**config.mk**
```make
export PLATFORM = sky130hd
export DESIGN_NAME = tcr_router
export DESIGN_NICKNAME = d
export VERILOG_FILES = /design/src/verilog/tcr_pkg.sv /design/src/verilog/tcr_router.sv /design/src/verilog/tcr_line_cell.sv
export VERILOG_INCLUDE_DIRS = /design/src /design/src/verilog
export SDC_FILE = /design/constraint.sdc
export NUM_CORES = 1
export LEC_CHECK = 0
export ABC_AREA = 1
export BUFFER_PORTS_ARGS = -buffer_cell sky130_fd_sc_hd__buf_2
export CAP_MARGIN = 25
export CORE_ASPECT_RATIO = 1.25
export CORE_MARGIN = 10
export CORE_UTILIZATION = 41
export CTS_BUF_LIST = sky130_fd_sc_hd__clkbuf_16
export DETAILED_ROUTE_END_ITERATION = 7
export GPL_ROUTABILITY_DRIVEN = 0
export PLACE_DENSITY_LB_ADDON = 0.2
export SLEW_MARGIN = 10
export SYNTH_ARGS = -nofsm -noshare
export SYNTH_HDL_FRONTEND = slang
export SYNTH_SLANG_ARGS = --single-unit
```
**constraint.sdc**
```tcl
create_clock -name clk -period 4.25 [get_ports clk]
set_clock_uncertainty 0.05 [all_clocks]
set_input_delay 0.425 -clock clk [delete_from_list [all_inputs] [get_ports clk]]
set_output_delay 0.425 -clock clk [all_outputs]
set_load 0.03 [all_outputs]
```
**src/verilog/tcr_map.svh**
```systemverilog
// register map, field positions and codes of the trigger/clock router
// assumes a 32-bit AXI4-Lite slave decoding the low byte of the address
`ifndef TCR_MAP_SVH
`define TCR_MAP_SVH
`define TCR_ADDR_ROUTE 8'h00
`define TCR_ADDR_DISC 8'h04
`define TCR_ADDR_CTRL 8'h08
`define TCR_ADDR_STATUS 8'h0C
`define TCR_ADDR_CONN 8'h10
`define TCR_F_SIG 2:0
`define TCR_F_LINE 7:4
`define TCR_F_DIR 9:8
`define TCR_B_CLEAR 0
`define TCR_B_SOFT 1
`define TCR_B_POL 2
`define TCR_NUM_LINES 10
`define TCR_NUM_SIGS 4
`define TCR_LINE_START 4'h8
`define TCR_LINE_FRONT 4'h9
`define TCR_SIG_SCLK 3'h0
`define TCR_SIG_TRIG 3'h1
`define TCR_SIG_START 3'h2
`define TCR_SIG_CTRIG 3'h3
`define TCR_DIR_TX 2'h1
`define TCR_ERR_NONE 3'h0
`define TCR_ERR_LINE 3'h1
`define TCR_ERR_SIG 3'h2
`define TCR_ERR_DIR 3'h3
`define TCR_ERR_NOT_START 3'h4
`define TCR_SLOT_RESTRICTED 5'h02
`define TCR_RESP_OKAY 2'h0
`define TCR_RESP_SLVERR 2'h2
`endif

```
**src/verilog/tcr_pkg.sv**
```systemverilog
// types shared by the trigger/clock router files
// assumes tcr_map.svh supplies the numeric map
package tcr_pkg;
	typedef enum logic [1:0] {TCR_W_IDLE = 2'b01, TCR_W_RESP = 2'b10} tcr_wstate_type;
	typedef enum logic [1:0] {TCR_R_IDLE = 2'b01, TCR_R_DATA = 2'b10} tcr_rstate_type;
	typedef logic [1:0] tcr_sig_type;
endpackage

```
**src/verilog/tcr_router.sv**
```systemverilog
// trigger and clock routing matrix with an AXI4-Lite register slave
// assumes one clock, inputs synchronous to it, pins resolved outside from lineDriveN
//
// Notes on behaviour
// - four internal signals, each with own code
// - destinations: trigger lines 0-7, start, front
// - direction bit: 0 receives, 1 transmits
// - sample clock can be shared over lines
// - disconnect breaks only the named route
// - clear-all removes every route
// - software trigger for analog input start/stop
// - invalid line, signal or direction rejected
// - start line trigger receive forbidden in slot 2
// - trigger polarity selectable, rising after reset
//
// Implementation choices: the register offsets and the AXI4-Lite slave port.
`timescale 1ns/1ps
`include "tcr_map.svh"
module tcr_router
	import tcr_pkg::*;
(
	input wire logic clk,
	input wire logic reset,
	input wire logic [7:0] awaddr,
	input wire logic awvalid,
	output logic awready,
	input wire logic [31:0] wdata,
	input wire logic [3:0] wstrb,
	input wire logic wvalid,
	output logic wready,
	output logic [1:0] bresp,
	output logic bvalid,
	input wire logic bready,
	input wire logic [7:0] araddr,
	input wire logic arvalid,
	output logic arready,
	output logic [31:0] rdata,
	output logic [1:0] rresp,
	output logic rvalid,
	input wire logic rready,
	input wire logic [4:0] slotNumber,
	input wire logic sampleClkSrc,
	input wire logic trigEventSrc,
	input wire logic startTrigSrc,
	input wire logic clockedTrigSrc,
	input wire logic [9:0] lineIn,
	output logic [9:0] lineOut,
	output logic [9:0] lineDriveN,
	output logic rxSampleClk,
	output logic rxTrigEvent,
	output logic rxStartTrig,
	output logic rxClockedTrig,
	output logic softTrigAi
);
	tcr_wstate_type wStateReg, wStateNext;
	tcr_rstate_type rStateReg, rStateNext;
	logic awGotReg, awGotNext, wGotReg, wGotNext, awreadyReg, awreadyNext, wreadyReg, wreadyNext;
	logic bvalidReg, bvalidNext, arreadyReg, arreadyNext, rvalidReg, rvalidNext;
	logic [1:0] brespReg, brespNext, rrespReg, rrespNext;
	logic [7:0] addrReg, addrNext;
	logic [31:0] dataReg, dataNext, rdataReg, rdataNext;
	logic [3:0] strbReg, strbNext;
	logic [2:0] errReg, errNext;
	logic polReg, polNext, softReg, softNext;
	logic [3:0] rxReg, rxNext;
	logic trigPrevReg, trigEdgeReg, trigEdgeNext;
	logic doWrite, routeReq, discReq, clearReq, softReq, cmdOk;
	logic [2:0] cmdErr;
	logic [9:0] lineSet, lineDisc, connValid, connTx;
	logic [3:0] txSignals, rxAny;
	logic [3:0] rxHit [`TCR_NUM_LINES];

	// destination code check, shared by route and disconnect
	function automatic logic lineOk(input logic [3:0] line);
		lineOk = line <= `TCR_LINE_FRONT;
	endfunction

	function automatic logic [2:0] checkCmd(input logic [31:0] d, input logic isRoute, input logic [4:0] slot);
		checkCmd = `TCR_ERR_NONE;
		if (!lineOk(d[`TCR_F_LINE]))
			checkCmd = `TCR_ERR_LINE;
		else if (d[`TCR_F_SIG] > `TCR_SIG_CTRIG)
			checkCmd = `TCR_ERR_SIG;
		else if (isRoute && d[`TCR_F_DIR] > `TCR_DIR_TX)
			checkCmd = `TCR_ERR_DIR;
		else if (isRoute && d[`TCR_F_DIR] != `TCR_DIR_TX && d[`TCR_F_SIG] == `TCR_SIG_TRIG
			&& d[`TCR_F_LINE] == `TCR_LINE_START && slot == `TCR_SLOT_RESTRICTED)
			checkCmd = `TCR_ERR_NOT_START;
	endfunction

	// write channel: address and data taken in either order, response after both
	always_comb
	begin
		wStateNext = wStateReg;
		awGotNext = awGotReg;
		wGotNext = wGotReg;
		awreadyNext = awreadyReg;
		wreadyNext = wreadyReg;
		bvalidNext = bvalidReg;
		brespNext = brespReg;
		addrNext = addrReg;
		dataNext = dataReg;
		strbNext = strbReg;
		doWrite = 1'b0;
		if (awvalid && awreadyReg)
		begin
			awGotNext = 1'b1;
			awreadyNext = 1'b0;
			addrNext = awaddr;
		end
		if (wvalid && wreadyReg)
		begin
			wGotNext = 1'b1;
			wreadyNext = 1'b0;
			dataNext = wdata;
			strbNext = wstrb;
		end
		unique case (wStateReg)
			TCR_W_IDLE:
				if (awGotReg && wGotReg)
				begin
					doWrite = 1'b1;
					awGotNext = 1'b0;
					wGotNext = 1'b0;
					bvalidNext = 1'b1;
					brespNext = (addrReg == `TCR_ADDR_ROUTE || addrReg == `TCR_ADDR_DISC
						|| addrReg == `TCR_ADDR_CTRL) ? `TCR_RESP_OKAY : `TCR_RESP_SLVERR;
					wStateNext = TCR_W_RESP;
				end
			TCR_W_RESP:
				if (bready)
				begin
					bvalidNext = 1'b0;
					awreadyNext = 1'b1;
					wreadyNext = 1'b1;
					wStateNext = TCR_W_IDLE;
				end
		endcase
	end

	// register effects; a partial strobe on the low half is ignored to avoid half-formed commands
	always_comb
	begin
		routeReq = doWrite && addrReg == `TCR_ADDR_ROUTE && strbReg[1:0] == 2'h3;
		discReq = doWrite && addrReg == `TCR_ADDR_DISC && strbReg[1:0] == 2'h3;
		clearReq = doWrite && addrReg == `TCR_ADDR_CTRL && strbReg[0] && dataReg[`TCR_B_CLEAR];
		softReq = doWrite && addrReg == `TCR_ADDR_CTRL && strbReg[0] && dataReg[`TCR_B_SOFT];
		cmdErr = checkCmd(dataReg, routeReq, slotNumber);
		cmdOk = cmdErr == `TCR_ERR_NONE;
		errNext = (routeReq || discReq) ? cmdErr : errReg;
		polNext = (doWrite && addrReg == `TCR_ADDR_CTRL && strbReg[0]) ? dataReg[`TCR_B_POL] : polReg;
		softNext = softReq;
		lineSet = 10'h000;
		lineDisc = 10'h000;
		if (routeReq && cmdOk)
			lineSet[dataReg[`TCR_F_LINE]] = 1'b1;
		if (discReq && cmdOk)
			lineDisc[dataReg[`TCR_F_LINE]] = 1'b1;
	end

	// read channel: data one cycle after the address is taken
	always_comb
	begin
		rStateNext = rStateReg;
		arreadyNext = arreadyReg;
		rvalidNext = rvalidReg;
		rdataNext = rdataReg;
		rrespNext = rrespReg;
		unique case (rStateReg)
			TCR_R_IDLE:
				if (arvalid)
				begin
					arreadyNext = 1'b0;
					rvalidNext = 1'b1;
					rrespNext = `TCR_RESP_OKAY;
					rStateNext = TCR_R_DATA;
					unique case (araddr)
						`TCR_ADDR_CTRL: rdataNext = {29'h0, polReg, 2'h0};
						`TCR_ADDR_STATUS: rdataNext = {29'h0, errReg};
						`TCR_ADDR_CONN: rdataNext = {6'h00, connValid & ~connTx, 6'h00, connValid & connTx};
						`TCR_ADDR_ROUTE, `TCR_ADDR_DISC: rdataNext = 32'h0000_0000;
						default:
						begin
							rdataNext = 32'h0000_0000;
							rrespNext = `TCR_RESP_SLVERR;
						end
					endcase
				end
			TCR_R_DATA:
				if (rready)
				begin
					rvalidNext = 1'b0;
					arreadyNext = 1'b1;
					rStateNext = TCR_R_IDLE;
				end
		endcase
	end

	// internal signals out, received lines in
	assign txSignals = {clockedTrigSrc, startTrigSrc, trigEventSrc, sampleClkSrc};

	genvar gi;
	generate
		for (gi = 0; gi < `TCR_NUM_LINES; gi++)
		begin : g_line
			tcr_line_cell u_cell (
				.clk(clk),
				.reset(reset),
				.setReq(lineSet[gi]),
				.discReq(lineDisc[gi]),
				.clearAll(clearReq),
				.sigCode(dataReg[1:0]),
				.dirTx(dataReg[8]),
				.txSignals(txSignals),
				.lineIn(lineIn[gi]),
				.lineOut(lineOut[gi]),
				.lineDriveN(lineDriveN[gi]),
				.connValid(connValid[gi]),
				.connTx(connTx[gi]),
				.rxHit(rxHit[gi])
			);
		end
	endgenerate

	always_comb
	begin
		rxAny = 4'h0;
		for (int i = 0; i < `TCR_NUM_LINES; i++)
			rxAny = rxAny | rxHit[i];
		rxNext = rxAny;
		// active edge of the received trigger, picked by polarity
		trigEdgeNext = polReg ? (trigPrevReg && !rxReg[1]) : (!trigPrevReg && rxReg[1]);
	end

	always_ff @(posedge clk or posedge reset)
	begin
		if (reset)
		begin
			wStateReg <= TCR_W_IDLE;
			rStateReg <= TCR_R_IDLE;
			awGotReg <= 1'b0;
			wGotReg <= 1'b0;
			awreadyReg <= 1'b1;
			wreadyReg <= 1'b1;
			bvalidReg <= 1'b0;
			brespReg <= `TCR_RESP_OKAY;
			addrReg <= 8'h00;
			dataReg <= 32'h0000_0000;
			strbReg <= 4'h0;
			arreadyReg <= 1'b1;
			rvalidReg <= 1'b0;
			rdataReg <= 32'h0000_0000;
			rrespReg <= `TCR_RESP_OKAY;
			errReg <= `TCR_ERR_NONE;
			polReg <= 1'b0;
			softReg <= 1'b0;
			rxReg <= 4'h0;
			trigPrevReg <= 1'b0;
			trigEdgeReg <= 1'b0;
		end
		else
		begin
			wStateReg <= wStateNext;
			rStateReg <= rStateNext;
			awGotReg <= awGotNext;
			wGotReg <= wGotNext;
			awreadyReg <= awreadyNext;
			wreadyReg <= wreadyNext;
			bvalidReg <= bvalidNext;
			brespReg <= brespNext;
			addrReg <= addrNext;
			dataReg <= dataNext;
			strbReg <= strbNext;
			arreadyReg <= arreadyNext;
			rvalidReg <= rvalidNext;
			rdataReg <= rdataNext;
			rrespReg <= rrespNext;
			errReg <= errNext;
			polReg <= polNext;
			softReg <= softNext;
			rxReg <= rxNext;
			trigPrevReg <= rxReg[1];
			trigEdgeReg <= trigEdgeNext;
		end
	end

	assign awready = awreadyReg;
	assign wready = wreadyReg;
	assign bvalid = bvalidReg;
	assign bresp = brespReg;
	assign arready = arreadyReg;
	assign rvalid = rvalidReg;
	assign rdata = rdataReg;
	assign rresp = rrespReg;
	assign rxSampleClk = rxReg[0];
	assign rxTrigEvent = trigEdgeReg;
	assign rxStartTrig = rxReg[2];
	assign rxClockedTrig = rxReg[3];
	assign softTrigAi = softReg;
endmodule

```
**src/verilog/tcr_line_cell.sv**
```systemverilog
// one destination line of the router: holds its single connection and drives the pin
// assumes requests are one-cycle pulses already validated by the parent
`timescale 1ns/1ps
module tcr_line_cell
	import tcr_pkg::*;
(
	input wire logic clk,
	input wire logic reset,
	input wire logic setReq,
	input wire logic discReq,
	input wire logic clearAll,
	input wire tcr_sig_type sigCode,
	input wire logic dirTx,
	input wire logic [3:0] txSignals,
	input wire logic lineIn,
	output logic lineOut,
	output logic lineDriveN,
	output logic connValid,
	output logic connTx,
	output logic [3:0] rxHit
);
	logic validReg, validNext, txReg, txNext, outReg, outNext, driveNReg, driveNNext;
	tcr_sig_type sigReg, sigNext;

	always_comb
	begin
		validNext = validReg;
		sigNext = sigReg;
		txNext = txReg;
		if (clearAll)
			validNext = 1'b0;
		else if (setReq)
		begin
			// a new route replaces the old one, so one signal per line at most
			validNext = 1'b1;
			sigNext = sigCode;
			txNext = dirTx;
		end
		else if (discReq && validReg && sigReg == sigCode)
			validNext = 1'b0;
		outNext = txSignals[sigNext];
		driveNNext = !(validNext && txNext);
	end

	always_ff @(posedge clk or posedge reset)
	begin
		if (reset)
		begin
			validReg <= 1'b0;
			sigReg <= 2'h0;
			txReg <= 1'b0;
			outReg <= 1'b0;
			driveNReg <= 1'b1;
		end
		else
		begin
			validReg <= validNext;
			sigReg <= sigNext;
			txReg <= txNext;
			outReg <= outNext;
			driveNReg <= driveNNext;
		end
	end

	always_comb
	begin
		rxHit = 4'h0;
		if (validReg && !txReg)
			rxHit[sigReg] = lineIn;
	end

	assign lineOut = outReg;
	assign lineDriveN = driveNReg;
	assign connValid = validReg;
	assign connTx = txReg;
endmodule

```
==> results of run 1 <==
## routing by layer
metal  global-route usage (%)  part of all wire (%)  vias up
met1                     21.1                    41     2726
met4                     7.11                   2.3        0
met5                        0                     0        -
met2                     30.6                    50      210
li1                         -                     -     2915
met3                     4.90                   6.7       31
## registers in the layout (all words and copies together), names as in the netlist, 2 cells and up
signal / flops
addrReg: 8
dataReg: 9
errReg: 3
g_line.u_cell.connTx: 10
g_line.u_cell.connValid: 10
g_line.u_cell.lineDriveN: 10
g_line.u_cell.lineOut: 10
g_line.u_cell.sigReg: 20
rStateReg: 2
rdata: 20
rxReg: 4
strbReg: 2
wStateReg: 2
## final cells by class
type / instances / area share [%]
clock buffers: 17 / 5.53
clock inverters: 15 / 2.71
inverters: 99 / 4.86
multi-input cells: 562 / 36.2
flip-flops and latches: 120 / 39.2
well taps: 212 / 3.45
repair buffers: 113 / 7.96
## worst paths after layout
kind,startpoint,to,slack [ns],cells after the start
setup reg to reg,wStateReg[0]$_DFFE_PP1P_,g_line[9].u_cell.lineOut$_DFF_PP0_,1.51,14
setup / recovery,wStateReg[0]$_DFFE_PP1P_,g_line[9].u_cell.lineOut$_DFF_PP0_,1.51,14
hold / removal,reset,addrReg[4]$_DFFE_PP0P_,0.04,2
hold reg to reg,rxReg[1]$_DFF_PP0_,trigPrevReg$_DFF_PP0_,0.38,0
min in group clk,wvalid,wready$_DFF_PP1_,0.14,2
max in group asynchronous,reset,g_line[3].u_cell.lineDriveN$_DFF_PP1_,3.28,3
## layout by cell type, fill, tap and decap left out
cell,n
o22ai_1,2
o21ai_0,37
nand4_2,1
clkinv_1,5
clkinv_4,1
o31ai_1,7
buf_12,2
a22oi_1,1
nor2_2,1
clkinvlp_4,3
buf_4,7
nand3_2,7
nor3_1,16
a21oi_1,23
o41ai_1,1
mux2_2,1
nor4_1,45
o211ai_1,8
dfstp_2,14
o21ai_1,13
inv_2,1
inv_1,94
nand4_1,23
nand2_2,3
conb_1,14
clkbuf_16,17
dfrtp_1,106
xnor2_1,16
inv_4,1
nor3_4,1
nand2_1,177
nor2_1,50
a22o_1,1
nand3_1,111
bufinv_16,5
clkinv_2,4
buf_2,104
nor2_4,3
## critical path, delay by kind of cell, from the launching register on
| kind | cells | cell delay (ns) |
|---|---|---|
| simple gates | 11 | 1.31 |
| buf+inv | 2 | 0.61 |
| compound gates | 1 | 0.11 |
| flops | 1 | 0.55 |
## cells by family after synthesis
logic type / share of synthesized area (%)
AND/OR/NAND/NOR: 31.8
flip-flops: 46.4
XOR/XNOR: 2.15
buffers and inverters: 11.4
AO/OA/AOI/OAI: 7.93
other: 0.0577
multiplexers: 0.173
## power breakdown
group	internal, uW	switching (uW)	leakage, uW
registers	1290	77.8	0.00151
clock network	1030	523	0.000307
logic	247	666	0.00188
## per-stage QoR
stage | instances | power [uW] | setup WS (ns) | utilization, % | hold WS (ns)
global placement | 1106 | 2290 | 1.60 | 45.4 | 0.365
detailed placement | 1106 | 2300 | 1.57 | 45.4 | 0.351
floorplan | 841 | 2040 | 0.612 | - | 0.304
finish | 1138 | 3830 | 1.51 | 49.4 | 0.0417
global route | 1138 | 4020 | 1.34 | 49.4 | 0.0809
CTS | 1138 | 3860 | 1.55 | 49.4 | 0.0526
==> results.yml, run 1 <==
status:
  status: "complete, no violations"
cts:
  clkSinkCount: 120
  clk_path_buf_depth: 2
  h-tree-depth: 4
  cts_hold_buffers: 0
  clk_pin_slew_ns: 0.06
  cts_tree: "yes"
  insertion_delay_ns: 0.42
  post_cts_buffers: 0
  clock_tree.root_cell: "clkbuf_16"
  cts_resized: 0
  cts_inserted_buffers: 17
critical_path:
  criticalPathCategory: "flop to flop"
  crit_arrival_ns: 3.03
  cp_max_fo: 43
  cp_common_cell: "nand2_1"
  cpMaxStageDelayCell: "dfstp_2"
  worstPathRequired_ns: 4.54
  crit_path_end_kind: "flop"
  crit_chain: "nand2_1 -> nor2_2 -> nand2_1 -> nor2_4 -> buf_4 -> nand2_1 -> nand2_2 -> nor2_4 -> buf_12 -> nand3_1 -> nand2_1 -> o21ai_1 -> nand3_1 -> nand2_1"
  max_stage_delay_ns: 0.55
  critPathLaunchType: "flop"
route:
  drc: 0
  routed_via_density: 5.17
  drt-initial-drc-count: 400
  drt_pass1_iterations: 5
  vias: 5882
  wl_per_cell_um: 16.7
  wirelength_um: 19000
  antenna_left: 0
die:
  coreArea_um2: 15600
  dieArea_um2: 21300
  initial_core_util_pct: 41.8
  dieWidth_um: 133
  rows: 51
  ioPinCount: 144
  die_y_um: 161
finish:
  fillers: 1580
  final_nets: 991
  seqCellArea_um2: 3020
  multi_input_area_um2: 2790
  drive_above_1_share_pct: 19.0
  area_growth_pct: 18.4
  fin_area_um2: 7700
  n_antenna_cell: 0
synth:
  synth_edf_count: 0
  ys.flop_type: "dfrtp_1"
  async_reset_ff_share_pct: 100
  netlist.area_leader.share_pct: 40.8
  yosysWarnings: 0
  synth_area_per_cell_um2: 7.85
  synth_area_leaders: "dfrtp_1 41%, nand2_1 10%, nand3_1 8.5%"
  ys_seq_elements: 120
  yosysTopAreaCell: "dfrtp_1"
  syn_area_um2: 6500
  synthTopCellsByCount: "177 x nand2_1, 111 x nand3_1, 106 x dfrtp_1"
  synth-seq-area-share_pct: 46.4
  synthCells: 828
  synth_cell_type_count: 34
  yosysMostFrequentCell: "nand2_1"
global_routing:
  grt_pass1_wl_um: 30600
  gr-total-overflow: 0
  grt_pass1_vias: 5879
  grt_max_degree: 72
  grt_util_all_layers_pct: 18.0
  antenna_found_initial: 0
sta:
  fin_crit_ns: 2.74
  tightest_slew_ns: 0.919
  fin_crit_sh_pct: 64.4
  drv_slew: 0
  rsz0062_at_grt: "no"
  setup_viol: 0
  max_freq_mhz: 366
  slew_headroom_pct: 38.5
  hold_viol_final: 0
  setup-tns-final_ns: 0
placement:
  numPortBuffers: 104
  hpwl_um: 13700
  place_area_um2: 7060
flow_run:
  maxCapViolations: 0
hold_path:
  min_path_type: "input port to async pin"
power_and_ir_drop:
  p_leak_uw: 0.00371
  p_per_area_nw_per_um2: 498
  ir_drop_v: 0.000309
Note: power is estimated with default switching activity, not from simulation.
==> run 2, diff against run 1 <==
clock period = 2.2 ns   (was 4.25 ns; I/O delays follow)
==> run 2 against run 1 <==
Via count rose by 1.3%. Sequential power rose by 95%. Worst setup slack got worse by 1.3 ns. Utilization rose by 2.4 points. Clock-buffer cell count did not move. Maximum frequency rose by 35%. Sequential share of layout area fell by 1.8 points. Critical path depth fell by 1. Final cell count rose by 3.4%. Critical path type unchanged. Largest power group unchanged.
==> results.yml, run 2 (same netlist as run 1, synthesis figures left out) <==
sta:
  whs_ns: 0.0142
  slew_headroom_pct: 57.7
  fin_crit_ns: 2.03
  max_freq_mhz: 493
  drv_slew: 0
  hold_viol_final: 0
  setup_viol: 0
  fin_crit_sh_pct: 92.1
  tightest_slew_ns: 0.634
  setup-tns-final_ns: 0
  layout_setup_ws_ns: 0.173
  rsz0062_at_grt: "no"
die:
  die_y_um: 161
  dieArea_um2: 21300
  rows: 51
  dieWidth_um: 133
  ioPinCount: 144
  coreArea_um2: 15600
  initial_core_util_pct: 41.8
route:
  routed_via_density: 5.06
  wirelength_um: 19200
  drt-initial-drc-count: 355
  wl_per_cell_um: 16.3
  drc: 0
  antenna_left: 0
  drt_pass1_iterations: 5
  vias: 5958
critical_path:
  cpMaxStageDelayCell: "dfstp_2"
  worstPathRequired_ns: 2.49
  cp_max_fo: 30
  r2r-start: "wStateReg[0]$_DFFE_PP1P_"
  crit_cells: 13
  crit_arrival_ns: 2.32
  regToRegSetupSlack_ns: 0.17
  criticalPathCategory: "flop to flop"
  cp_top_family: "simple AND/OR/NAND/NOR gates"
  cp_num_buf_inv: 1
  critPathLaunchType: "flop"
  max_stage_delay_ns: 0.54
  crit_chain: "nand2_1 -> nor2_2 -> nand2_1 -> nor2_4 -> nand2_1 -> nand2_2 -> nor2_4 -> buf_12 -> nand3_1 -> nand2_1 -> nand3_1 -> nand3_1 -> nand2_1"
  crit_path_end_kind: "flop"
  crit_start: "wStateReg[0]$_DFFE_PP1P_"
  cp_common_cell: "nand2_1"
  rr_worst_depth: 13
global_routing:
  antenna_found_initial: 0
  grt_pass1_vias: 6130
  met1_usage_pct: 21.5
  use_met2_pct: 31.4
  grt_use_met3_pct: 4.65
  grt_pass1_wl_um: 31300
  grt.busiest_layer: "met2"
  grt_util_all_layers_pct: 18.3
  gr-total-overflow: 0
  grt_max_degree: 121
power_and_ir_drop:
  ir_drop_v: 0.000574
  p_per_area_nw_per_um2: 911
  p_leak_uw: 0.00388
cts:
  cts_inserted_buffers: 17
  insertion_delay_ns: 0.42
  clk_path_buf_depth: 2
  h-tree-depth: 4
  clk_pin_slew_ns: 0.06
  clock_tree.root_cell: "clkbuf_16"
  post_cts_buffers: 0
  cts_tree: "yes"
  clkSinkCount: 120
placement:
  hpwl_um: 13700
  numPortBuffers: 104
  dp_slack_ns: 0.0928
hold_path:
  min_path_type: "input port to flop"
  hold_path_depth: 3
  hp-start: "rready"
finish:
  post-route-util_pct: 51.8
  area_growth_pct: 24.1
  n_antenna_cell: 0
  final_common_cell: "nand2_1"
  final_cell_mix: "176 x nand2_1, 110 x nand3_1, 106 x dfrtp_1"
  final_nets: 1030
  drive_above_1_share_pct: 20.7
  fillers: 1587
flow_run:
  maxCapViolations: 0
status:
  status: "complete, no violations"
[run 2: changes by cell type in the layout (fill, tap and decap cells not counted), moves of 2 or more]
cell           previous run  this run
buf_12                    2         6
buf_4                     7        23
bufinv_16                 5         3
clkinv_2                  4         2
clkinv_4                  1         4
clkinvlp_4                3         7
dlygate4sd3_1             0        19
[run 2: where the power goes]
part | internal [uW] | switching [uW] | total (uW) | leakage, uW
registers | 2490 | 160 | 2650 | 0.00151
logic | 579 | 1300 | 1880 | 0.00209
clock network | 1780 | 1050 | 2830 | 0.000277
total | 4840 | 2510 | 7350 | 0.00388
[run 2: per-stage QoR]
stage / std cells / power (uW) / area [um2]
6_report: 1177 / 7350 / 8070
5_1_grt: 1177 / 7740 / 8070
4_1_cts: 1177 / 7390 / 8060
3_5_place_dp: 1126 / 4520 / 7260
3_3_place_gp: 1126 / 4500 / 7260
2_1_floorplan: 841 / 3940 / 6560
[run 2: timing repair]
action                     CTS  global route
gates resized for setup      0             3
hold endpoints to repair   124             0
setup endpoints to repair    0             7
hold buffers                19             0
[run 2: cell type report]
type / count / area, um2 / area share (%)
Timing Repair Buffer: 152 / 1000 / 12.4
Inverter: 99 / 375 / 4.65
Multi-Input combinational cell: 562 / 2800 / 34.7
Clock inverter: 15 / 180 / 2.23
Sequential cell: 120 / 3020 / 37.4
Clock buffer: 17 / 425 / 5.27
Tap cell: 212 / 265 / 3.29
[run 2: worst paths after layout]
kind	to
worst max register to register	g_line[9].u_cell.lineOut$_DFF_PP0_
worst min register to register	trigPrevReg$_DFF_PP0_
worst max-delay path	g_line[9].u_cell.lineOut$_DFF_PP0_
min in group asynchronous	g_line[8].u_cell.lineOut$_DFF_PP0_
max in group asynchronous	g_line[7].u_cell.connValid$_DFF_PP0_
worst min-delay path	rStateReg[0]$_DFFE_PP1P_
[run 2: worst reg2reg max path, cell delays in order, from the launching register on]
cell     delay (ns)
dfstp_2        0.54
nand2_1        0.08
nor2_2         0.13
nand2_1        0.11
nor2_4         0.15
nand2_1        0.09
nand2_2        0.08
nor2_4         0.05
buf_12         0.17
nand3_1        0.15
nand2_1        0.09
nand3_1        0.08
nand3_1        0.08
nand2_1        0.10
[run 2: layer usage]
metal	share of wire (%)	up-vias	wire length, um
li1	-	2999	-
met1	42	2746	8060
met2	50	190	9520
met3	6.1	23	1170
met4	2.2	0	418
met5	0	-	0
